**config.mk**
```make
export PLATFORM = sky130hd
export DESIGN_NAME = lslm_top
export DESIGN_NICKNAME = d
export VERILOG_FILES = /design/src/core/lslm_pkg.sv /design/src/core/lslm_delay.sv /design/src/core/lslm_top.sv
export SDC_FILE = /design/constraint.sdc
export NUM_CORES = 2
export LEC_CHECK = 0
export BUFFER_PORTS_ARGS = -buffer_cell sky130_fd_sc_hd__buf_4
export CAP_MARGIN = 20
export CORE_AREA = 2 2 283 397
export CTS_CLUSTER_SIZE = 30
export DETAILED_ROUTE_END_ITERATION = 16
export DIE_AREA = 0 0 285 399
export PLACE_DENSITY_LB_ADDON = 0.25
export SLEW_MARGIN = 40
export SYNTH_ARGS = -nofsm -noshare
export SYNTH_HDL_FRONTEND = slang
export SYNTH_HIERARCHICAL = 1
export SYNTH_SLANG_ARGS = --single-unit
```
**constraint.sdc**
```tcl
create_clock -name hclk -period 9.45 [get_ports hclk]
set_input_delay 1.89 -clock hclk [delete_from_list [all_inputs] [get_ports hclk]]
set_output_delay 1.89 -clock hclk [all_outputs]
set_load 0.1 [all_outputs]
```
**src/core/lslm_pkg.sv**
```systemverilog
// lslm_pkg: shared constants for the line and speed limit monitor
package lslm_pkg;

  ////////////////////////////////////////////////////////////////////////////
  // clock and time base
  localparam int unsigned CLK_PERIOD_NS = 20;             // hclk period
  localparam int unsigned TICK_PERIOD_MS = 1;             // time base step
  localparam int unsigned NS_PER_MS = 1000000;            // unit conversion
  localparam int unsigned TICK_CYCLES = (TICK_PERIOD_MS * NS_PER_MS) / CLK_PERIOD_NS;
  localparam int unsigned TIMER_W = 17;                   // delay counter width
  localparam logic [TIMER_W-1:0] TICKS_PER_TENTH = 17'h00064; // 100 ms in ticks

  ////////////////////////////////////////////////////////////////////////////
  // sizes
  localparam int unsigned NUM_SETS = 4;                   // indexed data sets
  localparam int unsigned NUM_CFG = 9;                    // settings per set
  localparam int unsigned NUM_EXT = 4;                    // external events
  localparam int unsigned NUM_EVT = 8;                    // status bits

  ////////////////////////////////////////////////////////////////////////////
  // setting slots inside one data set
  localparam int unsigned CFG_UV_DELAY = 0;               // undervoltage_trip_delay, ms
  localparam int unsigned CFG_OV_DELAY = 1;               // overvoltage_trip_delay, ms
  localparam int unsigned CFG_FMIN = 2;                   // min_line_frequency, 0.1 Hz
  localparam int unsigned CFG_FMAX = 3;                   // max_line_frequency, 0.1 Hz
  localparam int unsigned CFG_NMIN = 4;                   // low_speed_threshold, 0.01 %
  localparam int unsigned CFG_NMIN_HYST = 5;              // low_speed_hysteresis
  localparam int unsigned CFG_NCMP = 6;                   // compare_speed_threshold
  localparam int unsigned CFG_NCMP_HYST = 7;              // compare_speed_hysteresis
  localparam int unsigned CFG_NCMP_OFF = 8;               // compare_speed_off_delay, 0.1 s

  // reset values of one data set, slot 8 first
  localparam logic [NUM_CFG-1:0][15:0] CFG_DEFAULT = {
    16'h001E,   // off delay 3.0 s
    16'h012C,   // compare hysteresis 3.00 %
    16'h2710,   // compare threshold 100.00 %
    16'h0032,   // low speed hysteresis 0.50 %
    16'h0032,   // low speed threshold 0.50 %
    16'h028A,   // max frequency 65.0 Hz
    16'h01C2,   // min frequency 45.0 Hz
    16'h2710,   // overvoltage delay 10000 ms
    16'h0000    // undervoltage delay 0 ms
  };
  localparam logic [15:0] DEF_DEBOUNCE = 16'h0000;        // external delays 0 ms
  localparam logic [15:0] DEF_RESTART = 16'h0000;         // auto_restart_time, ms

  ////////////////////////////////////////////////////////////////////////////
  // register byte offsets
  localparam logic [11:0] ADDR_CTRL = 12'h000;            // active data set
  localparam logic [11:0] ADDR_STATUS = 12'h004;          // sticky events, w1c
  localparam logic [11:0] ADDR_MASK = 12'h008;            // interrupt mask
  localparam logic [11:0] ADDR_LIVE = 12'h00C;            // live flags
  localparam logic [11:0] ADDR_DEB0 = 12'h010;            // four debounce delays
  localparam logic [11:0] ADDR_RESTART = 12'h020;         // restart time
  localparam logic [11:0] ADDR_CFG0 = 12'h100;            // data set 0 slot 0
  localparam logic [11:0] CFG_SET_STRIDE = 12'h040;       // bytes per data set

  ////////////////////////////////////////////////////////////////////////////
  // status / mask / live bit positions
  localparam int unsigned EVT_EXT_F1 = 0;
  localparam int unsigned EVT_EXT_F2 = 1;
  localparam int unsigned EVT_EXT_A1 = 2;
  localparam int unsigned EVT_EXT_A2 = 3;
  localparam int unsigned EVT_UV = 4;
  localparam int unsigned EVT_OV = 5;
  localparam int unsigned EVT_UF = 6;
  localparam int unsigned EVT_OF = 7;
  localparam int unsigned LIVE_LOW_SPEED = 8;
  localparam int unsigned LIVE_CMP_SPEED = 9;
  localparam int unsigned LIVE_WAIT = 10;
  localparam int unsigned LIVE_FIRE = 11;

  // ahb transfer type
  localparam logic [1:0] HTRANS_NONSEQ = 2'h2;

endpackage : lslm_pkg

```
**src/core/lslm_delay.sv**
```systemverilog
// lslm_delay: on-delay counter in time base ticks
`timescale 1ns/10ps
`default_nettype none

module lslm_delay #(
  parameter int unsigned W = 17                 // counter width
) (
  // clock and reset
  input  wire logic         hclk,
  input  wire logic         hresetn,
  // control
  input  wire logic         tick,               // 1 ms enable pulse
  input  wire logic         run,                // condition present
  input  wire logic [W-1:0] limit,              // delay in ticks
  // result
  output logic              done                // delay elapsed, condition held
);

  // counter state
  typedef struct packed {
    logic [W-1:0] cnt;                          // ticks seen while running
    logic         done;                         // expired flag
  } lslm_dly_s;

  lslm_dly_s st_r;                              // registered state
  lslm_dly_s st_nxt;                            // next state

  // count ticks while run holds; any drop restarts from zero
  always_comb begin
    st_nxt = st_r;
    if (!run) begin
      st_nxt.cnt = '0;
      st_nxt.done = 1'b0;
    end else if (st_r.cnt >= limit) begin
      // saturate: counter stops once expired
      st_nxt.done = 1'b1;
    end else if (tick) begin
      st_nxt.cnt = st_r.cnt + {{(W-1){1'b0}}, 1'b1};
    end
  end

  // state register
  always_ff @(posedge hclk or negedge hresetn) begin
    if (!hresetn) begin
      st_r <= '0;
    end else begin
      st_r <= st_nxt;
    end
  end

  assign done = st_r.done;

endmodule // lslm_delay

`default_nettype wire

```
**src/core/lslm_top.sv**
```systemverilog
// lslm_top: line and speed limit monitor with ahb-lite registers
//
// Contract
// external events raised after low for delay
// undervoltage fault delayed, default zero
// overvoltage fault delayed, default 10000 ms
// firing stays enabled during trip delays
// restart timer starts after trip delay
// underfrequency fault after restart time
// hold waiting state while frequency low
// overfrequency fault after restart time
// hold waiting state while frequency high
// low speed signal with added hysteresis
// low speed feeds stop and brake sequencing
// compare speed signal with added hysteresis
// compare speed release held by off delay
// four data sets, selected one applies
// hold waiting state during undervoltage
// one millisecond tick drives all delays
`timescale 1ns/10ps
`default_nettype none

module lslm_top
  import lslm_pkg::*;
#(
  parameter int unsigned TICK_DIV = lslm_pkg::TICK_CYCLES  // hclk cycles per 1 ms
) (
  // clock and reset
  input  wire logic        hclk,
  input  wire logic        hresetn,
  // ahb-lite slave
  input  wire logic        hsel,
  input  wire logic [11:0] haddr,
  input  wire logic [1:0]  htrans,
  input  wire logic        hwrite,
  input  wire logic [2:0]  hsize,
  input  wire logic [31:0] hwdata,
  input  wire logic        hready,
  output logic             hreadyout,
  output logic             hresp,
  output logic [31:0]      hrdata,
  // measured quantities
  input  wire logic [3:0]  ext_event_n,     // fault1, fault2, alarm1, alarm2, active low
  input  wire logic        uv_cond,         // line below undervoltage threshold
  input  wire logic        ov_cond,         // line above overvoltage threshold
  input  wire logic [11:0] line_freq,       // line frequency, 0.1 Hz units
  input  wire logic [15:0] speed,           // speed magnitude, 0.01 % units
  // fault and alarm flags
  output logic [1:0]       ext_fault,
  output logic [1:0]       ext_alarm,
  output logic             line_undervoltage_fault,
  output logic             line_overvoltage_fault,
  output logic             underfrequency_fault,
  output logic             overfrequency_fault,
  // sequencing
  output logic             wait_line_voltage_state,  // hold drive before run
  output logic             firing_enable,            // gating allowed
  output logic             low_speed,                // speed below minimum
  output logic             compare_speed,            // speed below compare level
  // interrupt
  output logic             irq
);

  ////////////////////////////////////////////////////////////////////////////
  // state

  typedef struct packed {
    logic [NUM_SETS-1:0][NUM_CFG-1:0][15:0] cfg;    // indexed settings
    logic [NUM_EXT-1:0][15:0]               deb;    // external delays
    logic [15:0]                            restart; // restart time
    logic [1:0]                             ds;     // active data set
    logic [NUM_EVT-1:0]                     status; // sticky events
    logic [NUM_EVT-1:0]                     mask;   // interrupt mask
    logic [NUM_EVT-1:0]                     flt;    // live fault levels
    logic [15:0]                            div;    // tick divider
    logic                                   tick;   // 1 ms pulse
    logic                                   ph_valid; // data phase pending
    logic                                   ph_write; // pending is write
    logic [11:0]                            ph_addr;  // pending address
    logic                                   hreadyout;
    logic [31:0]                            hrdata;
    logic                                   irq;
    logic                                   low_speed;
    logic                                   cmp_raw;  // compare before off delay
    logic                                   cmp_out;  // compare after off delay
    logic                                   wait_st;
    logic                                   fire_en;
  } lslm_st_s;

  lslm_st_s st_r;                           // registered state
  lslm_st_s st_nxt;                         // next state

  // timer outputs
  logic [NUM_EXT-1:0] deb_done;             // external debounce expired
  logic               uv_dly_done;          // undervoltage delay expired
  logic               ov_dly_done;          // overvoltage delay expired
  logic               uv_rst_done;          // undervoltage restart expired
  logic               ov_rst_done;          // overvoltage restart expired
  logic               uf_rst_done;          // underfrequency restart expired
  logic               of_rst_done;          // overfrequency restart expired
  logic               off_done;             // compare off delay expired

  // active data set view
  logic [NUM_CFG-1:0][15:0] act;            // settings in use
  logic                     freq_low;       // below minimum frequency
  logic                     freq_high;      // above maximum frequency
  logic [TIMER_W-1:0]       off_limit;      // off delay in ticks

  ////////////////////////////////////////////////////////////////////////////
  // helpers

  // widen a 16-bit setting to the timer width
  function automatic logic [TIMER_W-1:0] to_ticks(input logic [15:0] v);
    to_ticks = {{(TIMER_W-16){1'b0}}, v};
  endfunction

  // below-threshold comparator; hysteresis widens release while active
  function automatic logic below_hyst(input logic        active,
                                      input logic [15:0] val,
                                      input logic [15:0] thr,
                                      input logic [15:0] hyst);
    logic [16:0] rel;
    rel = {1'b0, thr} + {1'b0, hyst};
    if (active) begin
      // stay active until speed climbs above threshold plus hysteresis
      below_hyst = ({1'b0, val} <= rel);
    end else begin
      below_hyst = (val < thr);
    end
  endfunction

  // register read decode
  function automatic logic [31:0] read_reg(input lslm_st_s s, input logic [11:0] a);
    logic [11:0] off;
    read_reg = 32'h0000_0000;
    off = a - ADDR_CFG0;
    if (a == ADDR_CTRL) begin
      read_reg = {30'h0000_0000, s.ds};
    end else if (a == ADDR_STATUS) begin
      read_reg = {24'h00_0000, s.status};
    end else if (a == ADDR_MASK) begin
      read_reg = {24'h00_0000, s.mask};
    end else if (a == ADDR_LIVE) begin
      read_reg = {20'h0_0000, s.fire_en, s.wait_st, s.cmp_out, s.low_speed, s.flt};
    end else if (a >= ADDR_DEB0 && a < ADDR_RESTART) begin
      read_reg = {16'h0000, s.deb[a[3:2]]};
    end else if (a == ADDR_RESTART) begin
      read_reg = {16'h0000, s.restart};
    end else if (a >= ADDR_CFG0 && off[5:2] < 4'(NUM_CFG) && off[11:8] == 4'h0) begin
      read_reg = {16'h0000, s.cfg[off[7:6]][off[5:2]]};
    end
  endfunction

  ////////////////////////////////////////////////////////////////////////////
  // delay timers

  // selected data set applies
  assign act = st_r.cfg[st_r.ds];

  assign freq_low = (line_freq < act[CFG_FMIN][11:0]);
  assign freq_high = (line_freq > act[CFG_FMAX][11:0]);

  // off delay counted in tenths
  assign off_limit = to_ticks(act[CFG_NCMP_OFF]) * TICKS_PER_TENTH;

  // one debounce per external input, each with its own delay
  genvar gi;
  generate
    for (gi = 0; gi < NUM_EXT; gi++) begin : g_deb
      // low held for own delay
      lslm_delay #(.W(TIMER_W)) u_deb (
        .hclk    (hclk),
        .hresetn (hresetn),
        .tick    (st_r.tick),
        .run     (!ext_event_n[gi]),
        .limit   (to_ticks(st_r.deb[gi])),
        .done    (deb_done[gi])
      );
    end
  endgenerate

  // undervoltage trip delay
  lslm_delay #(.W(TIMER_W)) u_uv_dly (
    .hclk    (hclk),
    .hresetn (hresetn),
    .tick    (st_r.tick),
    .run     (uv_cond),
    .limit   (to_ticks(act[CFG_UV_DELAY])),
    .done    (uv_dly_done)
  );

  // overvoltage trip delay
  lslm_delay #(.W(TIMER_W)) u_ov_dly (
    .hclk    (hclk),
    .hresetn (hresetn),
    .tick    (st_r.tick),
    .run     (ov_cond),
    .limit   (to_ticks(act[CFG_OV_DELAY])),
    .done    (ov_dly_done)
  );

  // restart timer gated by trip delay
  lslm_delay #(.W(TIMER_W)) u_uv_rst (
    .hclk    (hclk),
    .hresetn (hresetn),
    .tick    (st_r.tick),
    .run     (uv_cond && uv_dly_done),
    .limit   (to_ticks(st_r.restart)),
    .done    (uv_rst_done)
  );

  // same sequencing for overvoltage
  lslm_delay #(.W(TIMER_W)) u_ov_rst (
    .hclk    (hclk),
    .hresetn (hresetn),
    .tick    (st_r.tick),
    .run     (ov_cond && ov_dly_done),
    .limit   (to_ticks(st_r.restart)),
    .done    (ov_rst_done)
  );

  // underfrequency restart window
  lslm_delay #(.W(TIMER_W)) u_uf_rst (
    .hclk    (hclk),
    .hresetn (hresetn),
    .tick    (st_r.tick),
    .run     (freq_low),
    .limit   (to_ticks(st_r.restart)),
    .done    (uf_rst_done)
  );

  // overfrequency restart window
  lslm_delay #(.W(TIMER_W)) u_of_rst (
    .hclk    (hclk),
    .hresetn (hresetn),
    .tick    (st_r.tick),
    .run     (freq_high),
    .limit   (to_ticks(st_r.restart)),
    .done    (of_rst_done)
  );

  // release delay of compare signal
  lslm_delay #(.W(TIMER_W)) u_off (
    .hclk    (hclk),
    .hresetn (hresetn),
    .tick    (st_r.tick),
    .run     (st_r.cmp_out && !st_r.cmp_raw),
    .limit   (off_limit),
    .done    (off_done)
  );

  ////////////////////////////////////////////////////////////////////////////
  // next state

  always_comb begin
    logic [11:0] off;                       // offset into settings window
    logic [NUM_EVT-1:0] w1c;                // bits software clears
    logic [NUM_EVT-1:0] rise;               // new fault edges
    st_nxt = st_r;
    off = st_r.ph_addr - ADDR_CFG0;
    w1c = '0;
    rise = '0;

    // millisecond tick divider
    st_nxt.tick = 1'b0;
    if (st_r.div >= 16'(TICK_DIV - 1)) begin
      st_nxt.div = 16'h0000;
      st_nxt.tick = 1'b1;
    end else begin
      st_nxt.div = st_r.div + 16'h0001;
    end

    // ahb address phase capture; only a granted, selected nonseq starts one
    st_nxt.ph_valid = 1'b0;
    if (st_r.ph_valid && !st_r.ph_write) begin
      // read wait state over: present data now
      st_nxt.hrdata = read_reg(st_r, st_r.ph_addr);
      st_nxt.hreadyout = 1'b1;
    end else if (st_r.ph_valid && st_r.ph_write) begin
      // write data phase: hwdata is valid this cycle
      if (st_r.ph_addr == ADDR_CTRL) begin
        st_nxt.ds = hwdata[1:0];
      end else if (st_r.ph_addr == ADDR_STATUS) begin
        w1c = hwdata[NUM_EVT-1:0];
      end else if (st_r.ph_addr == ADDR_MASK) begin
        st_nxt.mask = hwdata[NUM_EVT-1:0];
      end else if (st_r.ph_addr >= ADDR_DEB0 && st_r.ph_addr < ADDR_RESTART) begin
        st_nxt.deb[st_r.ph_addr[3:2]] = hwdata[15:0];
      end else if (st_r.ph_addr == ADDR_RESTART) begin
        st_nxt.restart = hwdata[15:0];
      end else if (st_r.ph_addr >= ADDR_CFG0 && off[5:2] < 4'(NUM_CFG) && off[11:8] == 4'h0) begin
        // each data set has its own copy
        st_nxt.cfg[off[7:6]][off[5:2]] = hwdata[15:0];
      end
      // unmapped writes fall through and are dropped
    end
    if (hsel && hready && htrans == HTRANS_NONSEQ) begin
      st_nxt.ph_valid = 1'b1;
      st_nxt.ph_write = hwrite;
      st_nxt.ph_addr = {haddr[11:2], 2'b00};
      // reads take one wait state so hrdata can come from a flop
      st_nxt.hreadyout = hwrite;
    end

    // fault levels, registered once more for clean outputs
    st_nxt.flt[EVT_EXT_F1] = deb_done[0];
    st_nxt.flt[EVT_EXT_F2] = deb_done[1];
    st_nxt.flt[EVT_EXT_A1] = deb_done[2];
    st_nxt.flt[EVT_EXT_A2] = deb_done[3];
    st_nxt.flt[EVT_UV] = uv_rst_done;
    st_nxt.flt[EVT_OV] = ov_rst_done;
    // frequency still low after restart time
    st_nxt.flt[EVT_UF] = uf_rst_done;
    // frequency still high after restart time
    st_nxt.flt[EVT_OF] = of_rst_done;

    // sticky status: a new event beats a same-cycle clear
    rise = st_nxt.flt & ~st_r.flt;
    st_nxt.status = (st_r.status & ~w1c) | rise;
    st_nxt.irq = |(st_nxt.status & st_nxt.mask);

    // only an expired fault blocks gating
    st_nxt.fire_en = !(st_nxt.flt[EVT_UV] || st_nxt.flt[EVT_OV] ||
                       st_nxt.flt[EVT_UF] || st_nxt.flt[EVT_OF] ||
                       st_nxt.flt[EVT_EXT_F1] || st_nxt.flt[EVT_EXT_F2]);

    // hold before run while frequency is out of range or voltage is low
    st_nxt.wait_st = freq_low || freq_high || uv_cond;

    // low speed for stop and brake logic
    st_nxt.low_speed = below_hyst(st_r.low_speed, speed, act[CFG_NMIN], act[CFG_NMIN_HYST]);

    // compare speed, raw comparator
    st_nxt.cmp_raw = below_hyst(st_r.cmp_out, speed, act[CFG_NCMP], act[CFG_NCMP_HYST]);

    // set at once, release after off delay
    if (st_r.cmp_raw) begin
      st_nxt.cmp_out = 1'b1;
    end else if (off_done) begin
      st_nxt.cmp_out = 1'b0;
    end
  end

  ////////////////////////////////////////////////////////////////////////////
  // state register

  always_ff @(posedge hclk or negedge hresetn) begin
    if (!hresetn) begin
      st_r <= '0;
      st_r.cfg <= {NUM_SETS{CFG_DEFAULT}};
      st_r.deb <= {NUM_EXT{DEF_DEBOUNCE}};
      st_r.restart <= DEF_RESTART;
      st_r.hreadyout <= 1'b1;
      st_r.fire_en <= 1'b1;
    end else begin
      st_r <= st_nxt;
    end
  end

  ////////////////////////////////////////////////////////////////////////////
  // outputs, all but the constant hresp straight from the state register

  assign hreadyout = st_r.hreadyout;
  assign hresp = 1'b0;
  assign hrdata = st_r.hrdata;
  assign ext_fault = st_r.flt[EVT_EXT_F2:EVT_EXT_F1];
  assign ext_alarm = st_r.flt[EVT_EXT_A2:EVT_EXT_A1];
  assign line_undervoltage_fault = st_r.flt[EVT_UV];
  assign line_overvoltage_fault = st_r.flt[EVT_OV];
  assign underfrequency_fault = st_r.flt[EVT_UF];
  assign overfrequency_fault = st_r.flt[EVT_OF];
  assign wait_line_voltage_state = st_r.wait_st;
  assign firing_enable = st_r.fire_en;
  assign low_speed = st_r.low_speed;
  assign compare_speed = st_r.cmp_out;
  assign irq = st_r.irq;

endmodule // lslm_top

`default_nettype wire
```
==> metrics.txt <==
result of the run finished, final reports clean; number of max-slew violations in the final report 0; initial cell density of the core 0.517; slowest CP cell sky130_fd_sc_hd__dfrtp_4; routability cong. 1.01; Avg WL per Cell 24.9 um; most used flip-flop cell after synthesis sky130_fd_sc_hd__dfrtp_1; share of the cycle needed by the critical path after routing 0.716; number of distinct standard cells referenced by the synthesized netlist 85; vias per std cell 6.34; accumulated negative setup slack 0 ns; sum of routed wire length over all layers 158 mm; violation count after the first detailed-routing iteration 3389; leakage power total 27.0 nW; met1 routing resource usage after global routing 0.357; transition at the pin with the smallest max-transition slack 0.891 ns; count of antenna-violating nets left after detailed routing 0; setup skew after layout 0.0280 ns; Critical Path Max Stage Delay 0.64 ns; layout cell share with drive strength beyond 1 0.312; total instance count after detailed placement 6173; Peak supply drop 127 uV; syn_area_per_cell 11.8 um2; number of antenna violations at the first check in global routing 4; final std cells w/o fill 6362; fill cell instance count of the final layout 9230; grt met2 use 0.452; GR met3 Demand/Resource 0.0591; # setup viols final 0; Max FO, Critical Path 23; Setup Crit Path Kind reg -> reg; footprint of the multi-input gates 30700 um2; Global Route Usage Sum 0.280; via count of the first global-routing pass 40.2k; # Max-Cap Violations 0; number of synthesis warnings 6; critical path arrival 7.31 ns; area of the core 110000 um2; input/output buffers 96; register area share after synthesis 0.413; number of rows created at floorplan 144; Syn Inst Count 4833; Sequential Area 23500 um2; most used routing layer in global routing met2; Final Critical Period 6.77 ns; hold-fix buffers at CTS 0; number of buffers inserted by post-CTS setup repair 0; clock insertion delay at the later pin of the skew report 0.71 ns; post-detail-place hpwl 107 mm; number of synthesized flops with an enable pin 0; height of the die 399 um; number of buffers inserted during clock tree synthesis 96; Clock Tree Root sky130_fd_sc_hd__clkbuf_16; router iterations before antenna repair 7; slew margin rel. 0.404; final global-route overflow total 0; combined buffer and inverter count along the critical path 4; Total Die Area 114000 um2; area of the mapped netlist 56800 um2; RSZ-0062 raised after global routing no; Synth async-reset ratio 1.00; type of the worst min-delay path reg -> reg; number of gates given a new drive strength after cts 0; crit path capture type register; number of sinks on the clock net 932; die boundary width 285 um; worst endpoint required time 9.99 ns; setup ws final 2.68 ns; area growth from synthesis to layout 9.32%; flop and latch count out of synthesis 932; pwr/cell area 159 nW/um2; achievable clock frequency 148 MHz; largest net degree at the start of global routing 149; cell repeated most along the worst path sky130_fd_sc_hd__ha_1; clock-pin slew of the registers on the worst-case setup and hold paths 0.06 ns; maximum level of the CTS H-tree 3; Startpoint Class register; Residual DRC 0; final hold violations 0; CP delay by family, top compound AO/OA/AOI/OAI gates; net count reported at finish 5263; number of top-level pins 135; CTS tree done; largest buffer count on any clock path 3; ordered cell list for the critical path buf_12 > mux4_2 > ha_1 > ha_1 > inv_1 > fa_1 > inv_1 > ha_1 > a21o_1 > a21oi_1 > nor2b_1 > o21a_1 > o41ai_1 > o21ai_0 > xnor2_1 > inv_1 > ha_1 > nand4_1 > nor3_1 > nand3_1 > o211ai_1 > or4_1 > a21oi_1; via count of the routed design 40.4k; Worst Setup Slack post-DPL 2.42 ns; first-pass GRT wire length 244 mm
where the power goes:
part	switching [mW]	leakage [nW]	total (mW)	internal, mW
Clock	1.65	1.57	3.94	2.29
Combinational	1.07	13.5	1.68	0.613
Sequential	0.147	11.9	4.24	4.09
path summary, 6_finish.rpt:
check | startpoint | endpoint | slack [ns] | cells after the start
worst max-delay path | st_r[94]$_DFFE_PN0P_ | u_off/st_r[14]$_DFFE_PN0P_ | 2.68 | 23
worst min-delay path | u_of_rst/done$_DFFE_PN0P_ | overfrequency_fault$_DFF_PN0_ | 0.41 | 0
worst max register to register | st_r[94]$_DFFE_PN0P_ | u_off/st_r[14]$_DFFE_PN0P_ | 2.68 | 23
worst min register to register | u_of_rst/done$_DFFE_PN0P_ | overfrequency_fault$_DFF_PN0_ | 0.41 | 0
max in group asynchronous | hresetn | st_r[537]$_DFFE_PN0P_ | 6.40 | 4
min in group asynchronous | hresetn | u_uv_rst/st_r[9]$_DFFE_PN0P_ | 1.10 | 1
flip-flops by register name, summed over array words and instances, names as in the netlist, 2 cells and up:
name / count
ext_fault: 2
g_deb.u_deb/st_r: 68
u_of_rst/st_r: 17
ext_alarm: 2
u_uv_rst/st_r: 17
hrdata: 16
u_ov_dly/st_r: 17
u_ov_rst/st_r: 17
g_deb.u_deb/done: 4
st_r: 704
u_uv_dly/st_r: 17
u_uf_rst/st_r: 17
u_off/st_r: 17
placed cells by master, fill, tap and decap left out, types with 21 or more instances in the layout:
cell type,n
sky130_fd_sc_hd__clkbuf_16,100
sky130_fd_sc_hd__nor2b_1,33
sky130_fd_sc_hd__buf_4,146
sky130_fd_sc_hd__nor3_1,62
sky130_fd_sc_hd__nand2b_1,48
sky130_fd_sc_hd__o22ai_1,30
sky130_fd_sc_hd__o211ai_1,39
sky130_fd_sc_hd__nand4_1,49
sky130_fd_sc_hd__dfstp_2,130
sky130_fd_sc_hd__or3_1,62
sky130_fd_sc_hd__nor2_1,112
sky130_fd_sc_hd__conb_1,29
sky130_fd_sc_hd__clkbuf_1,41
sky130_fd_sc_hd__inv_1,368
sky130_fd_sc_hd__xor2_1,23
sky130_fd_sc_hd__mux2i_1,64
sky130_fd_sc_hd__clkbuf_8,23
sky130_fd_sc_hd__nor4_1,28
sky130_fd_sc_hd__ha_1,348
sky130_fd_sc_hd__nand2_1,291
sky130_fd_sc_hd__o21ai_0,128
sky130_fd_sc_hd__mux2_2,655
sky130_fd_sc_hd__a31oi_1,21
sky130_fd_sc_hd__dfrtp_1,795
sky130_fd_sc_hd__nand3_1,99
sky130_fd_sc_hd__and3_1,31
sky130_fd_sc_hd__a21o_1,46
sky130_fd_sc_hd__a21oi_1,242
sky130_fd_sc_hd__xnor2_1,28
sky130_fd_sc_hd__mux4_2,308
sky130_fd_sc_hd__or4_1,91
sky130_fd_sc_hd__o31ai_1,94
metal layers:
layer,share of wire,wire length (um)
met1,0.40,63400
met2,0.47,74700
met3,0.072,11500
met4,0.055,8790
met5,0.00018,29
stage by stage:
stage / total power [mW] / hold slack, ns / util / area [um2]
2_1_floorplan: 5.35 / 0.375 / - / 56900
5_1_grt: 10.2 / 0.422 / 0.565 / 62100
4_1_cts: 9.89 / 0.414 / 0.563 / 61900
3_5_place_dp: 5.95 / 0.402 / 0.534 / 58700
3_3_place_gp: 5.92 / 0.402 / 0.533 / 58600
6_report: 9.86 / 0.412 / 0.565 / 62100
area by class of cell:
cell class	count	share of cell area
Antenna cell	3	0.000121
Clock buffer	164	0.0479
Clock inverter	17	0.00417
Inverter	369	0.0223
Multi-Input combinational cell	3254	0.495
Sequential cell	932	0.378
Tap cell	1460	0.0294
Timing Repair Buffer	163	0.0231
synth_stat cells, types with 28 or more instances:
cell type                    n  share of area
sky130_fd_sc_hd__nand2b_1   48         0.0053
sky130_fd_sc_hd__and3_1     31         0.0034
sky130_fd_sc_hd__ha_1      348          0.077
sky130_fd_sc_hd__dfstp_2   130          0.060
sky130_fd_sc_hd__mux2_2    655           0.13
sky130_fd_sc_hd__nand2_1   297          0.020
sky130_fd_sc_hd__a21o_1     46         0.0061
sky130_fd_sc_hd__nand3_1   101         0.0089
sky130_fd_sc_hd__o31ai_1    94          0.012
sky130_fd_sc_hd__clkbuf_1  158          0.010
sky130_fd_sc_hd__xnor2_1    28         0.0043
sky130_fd_sc_hd__o22ai_1    30         0.0033
sky130_fd_sc_hd__or4_1      91          0.012
sky130_fd_sc_hd__nor3_1     62         0.0055
sky130_fd_sc_hd__a21oi_1   242          0.021
sky130_fd_sc_hd__nor2_1    128         0.0085
sky130_fd_sc_hd__nor4_1     29         0.0032
sky130_fd_sc_hd__dfrtp_1   802           0.35
sky130_fd_sc_hd__nor2b_1    33         0.0036
sky130_fd_sc_hd__mux2i_1    64          0.011
sky130_fd_sc_hd__buf_4      57         0.0075
sky130_fd_sc_hd__o21ai_0   131          0.012
sky130_fd_sc_hd__o211ai_1   39         0.0052
sky130_fd_sc_hd__nand4_1    49         0.0054
sky130_fd_sc_hd__buf_2      53         0.0047
sky130_fd_sc_hd__or3_1      62         0.0068
sky130_fd_sc_hd__mux4_2    308           0.12
sky130_fd_sc_hd__inv_1     368          0.024
kinds of logic after synthesis:
logic type | Yosys count | synth area share
compound gates | 763 | 0.0870
xor+xnor | 51 | 0.00786
fa+ha+maj | 359 | 0.0805
buf+inv | 675 | 0.0512
flops | 932 | 0.413
mux | 1033 | 0.264
other cells | 1 | 0.0000660
simple gates | 1019 | 0.0956
No activity file was read; power rests on OpenSTA's default activity.
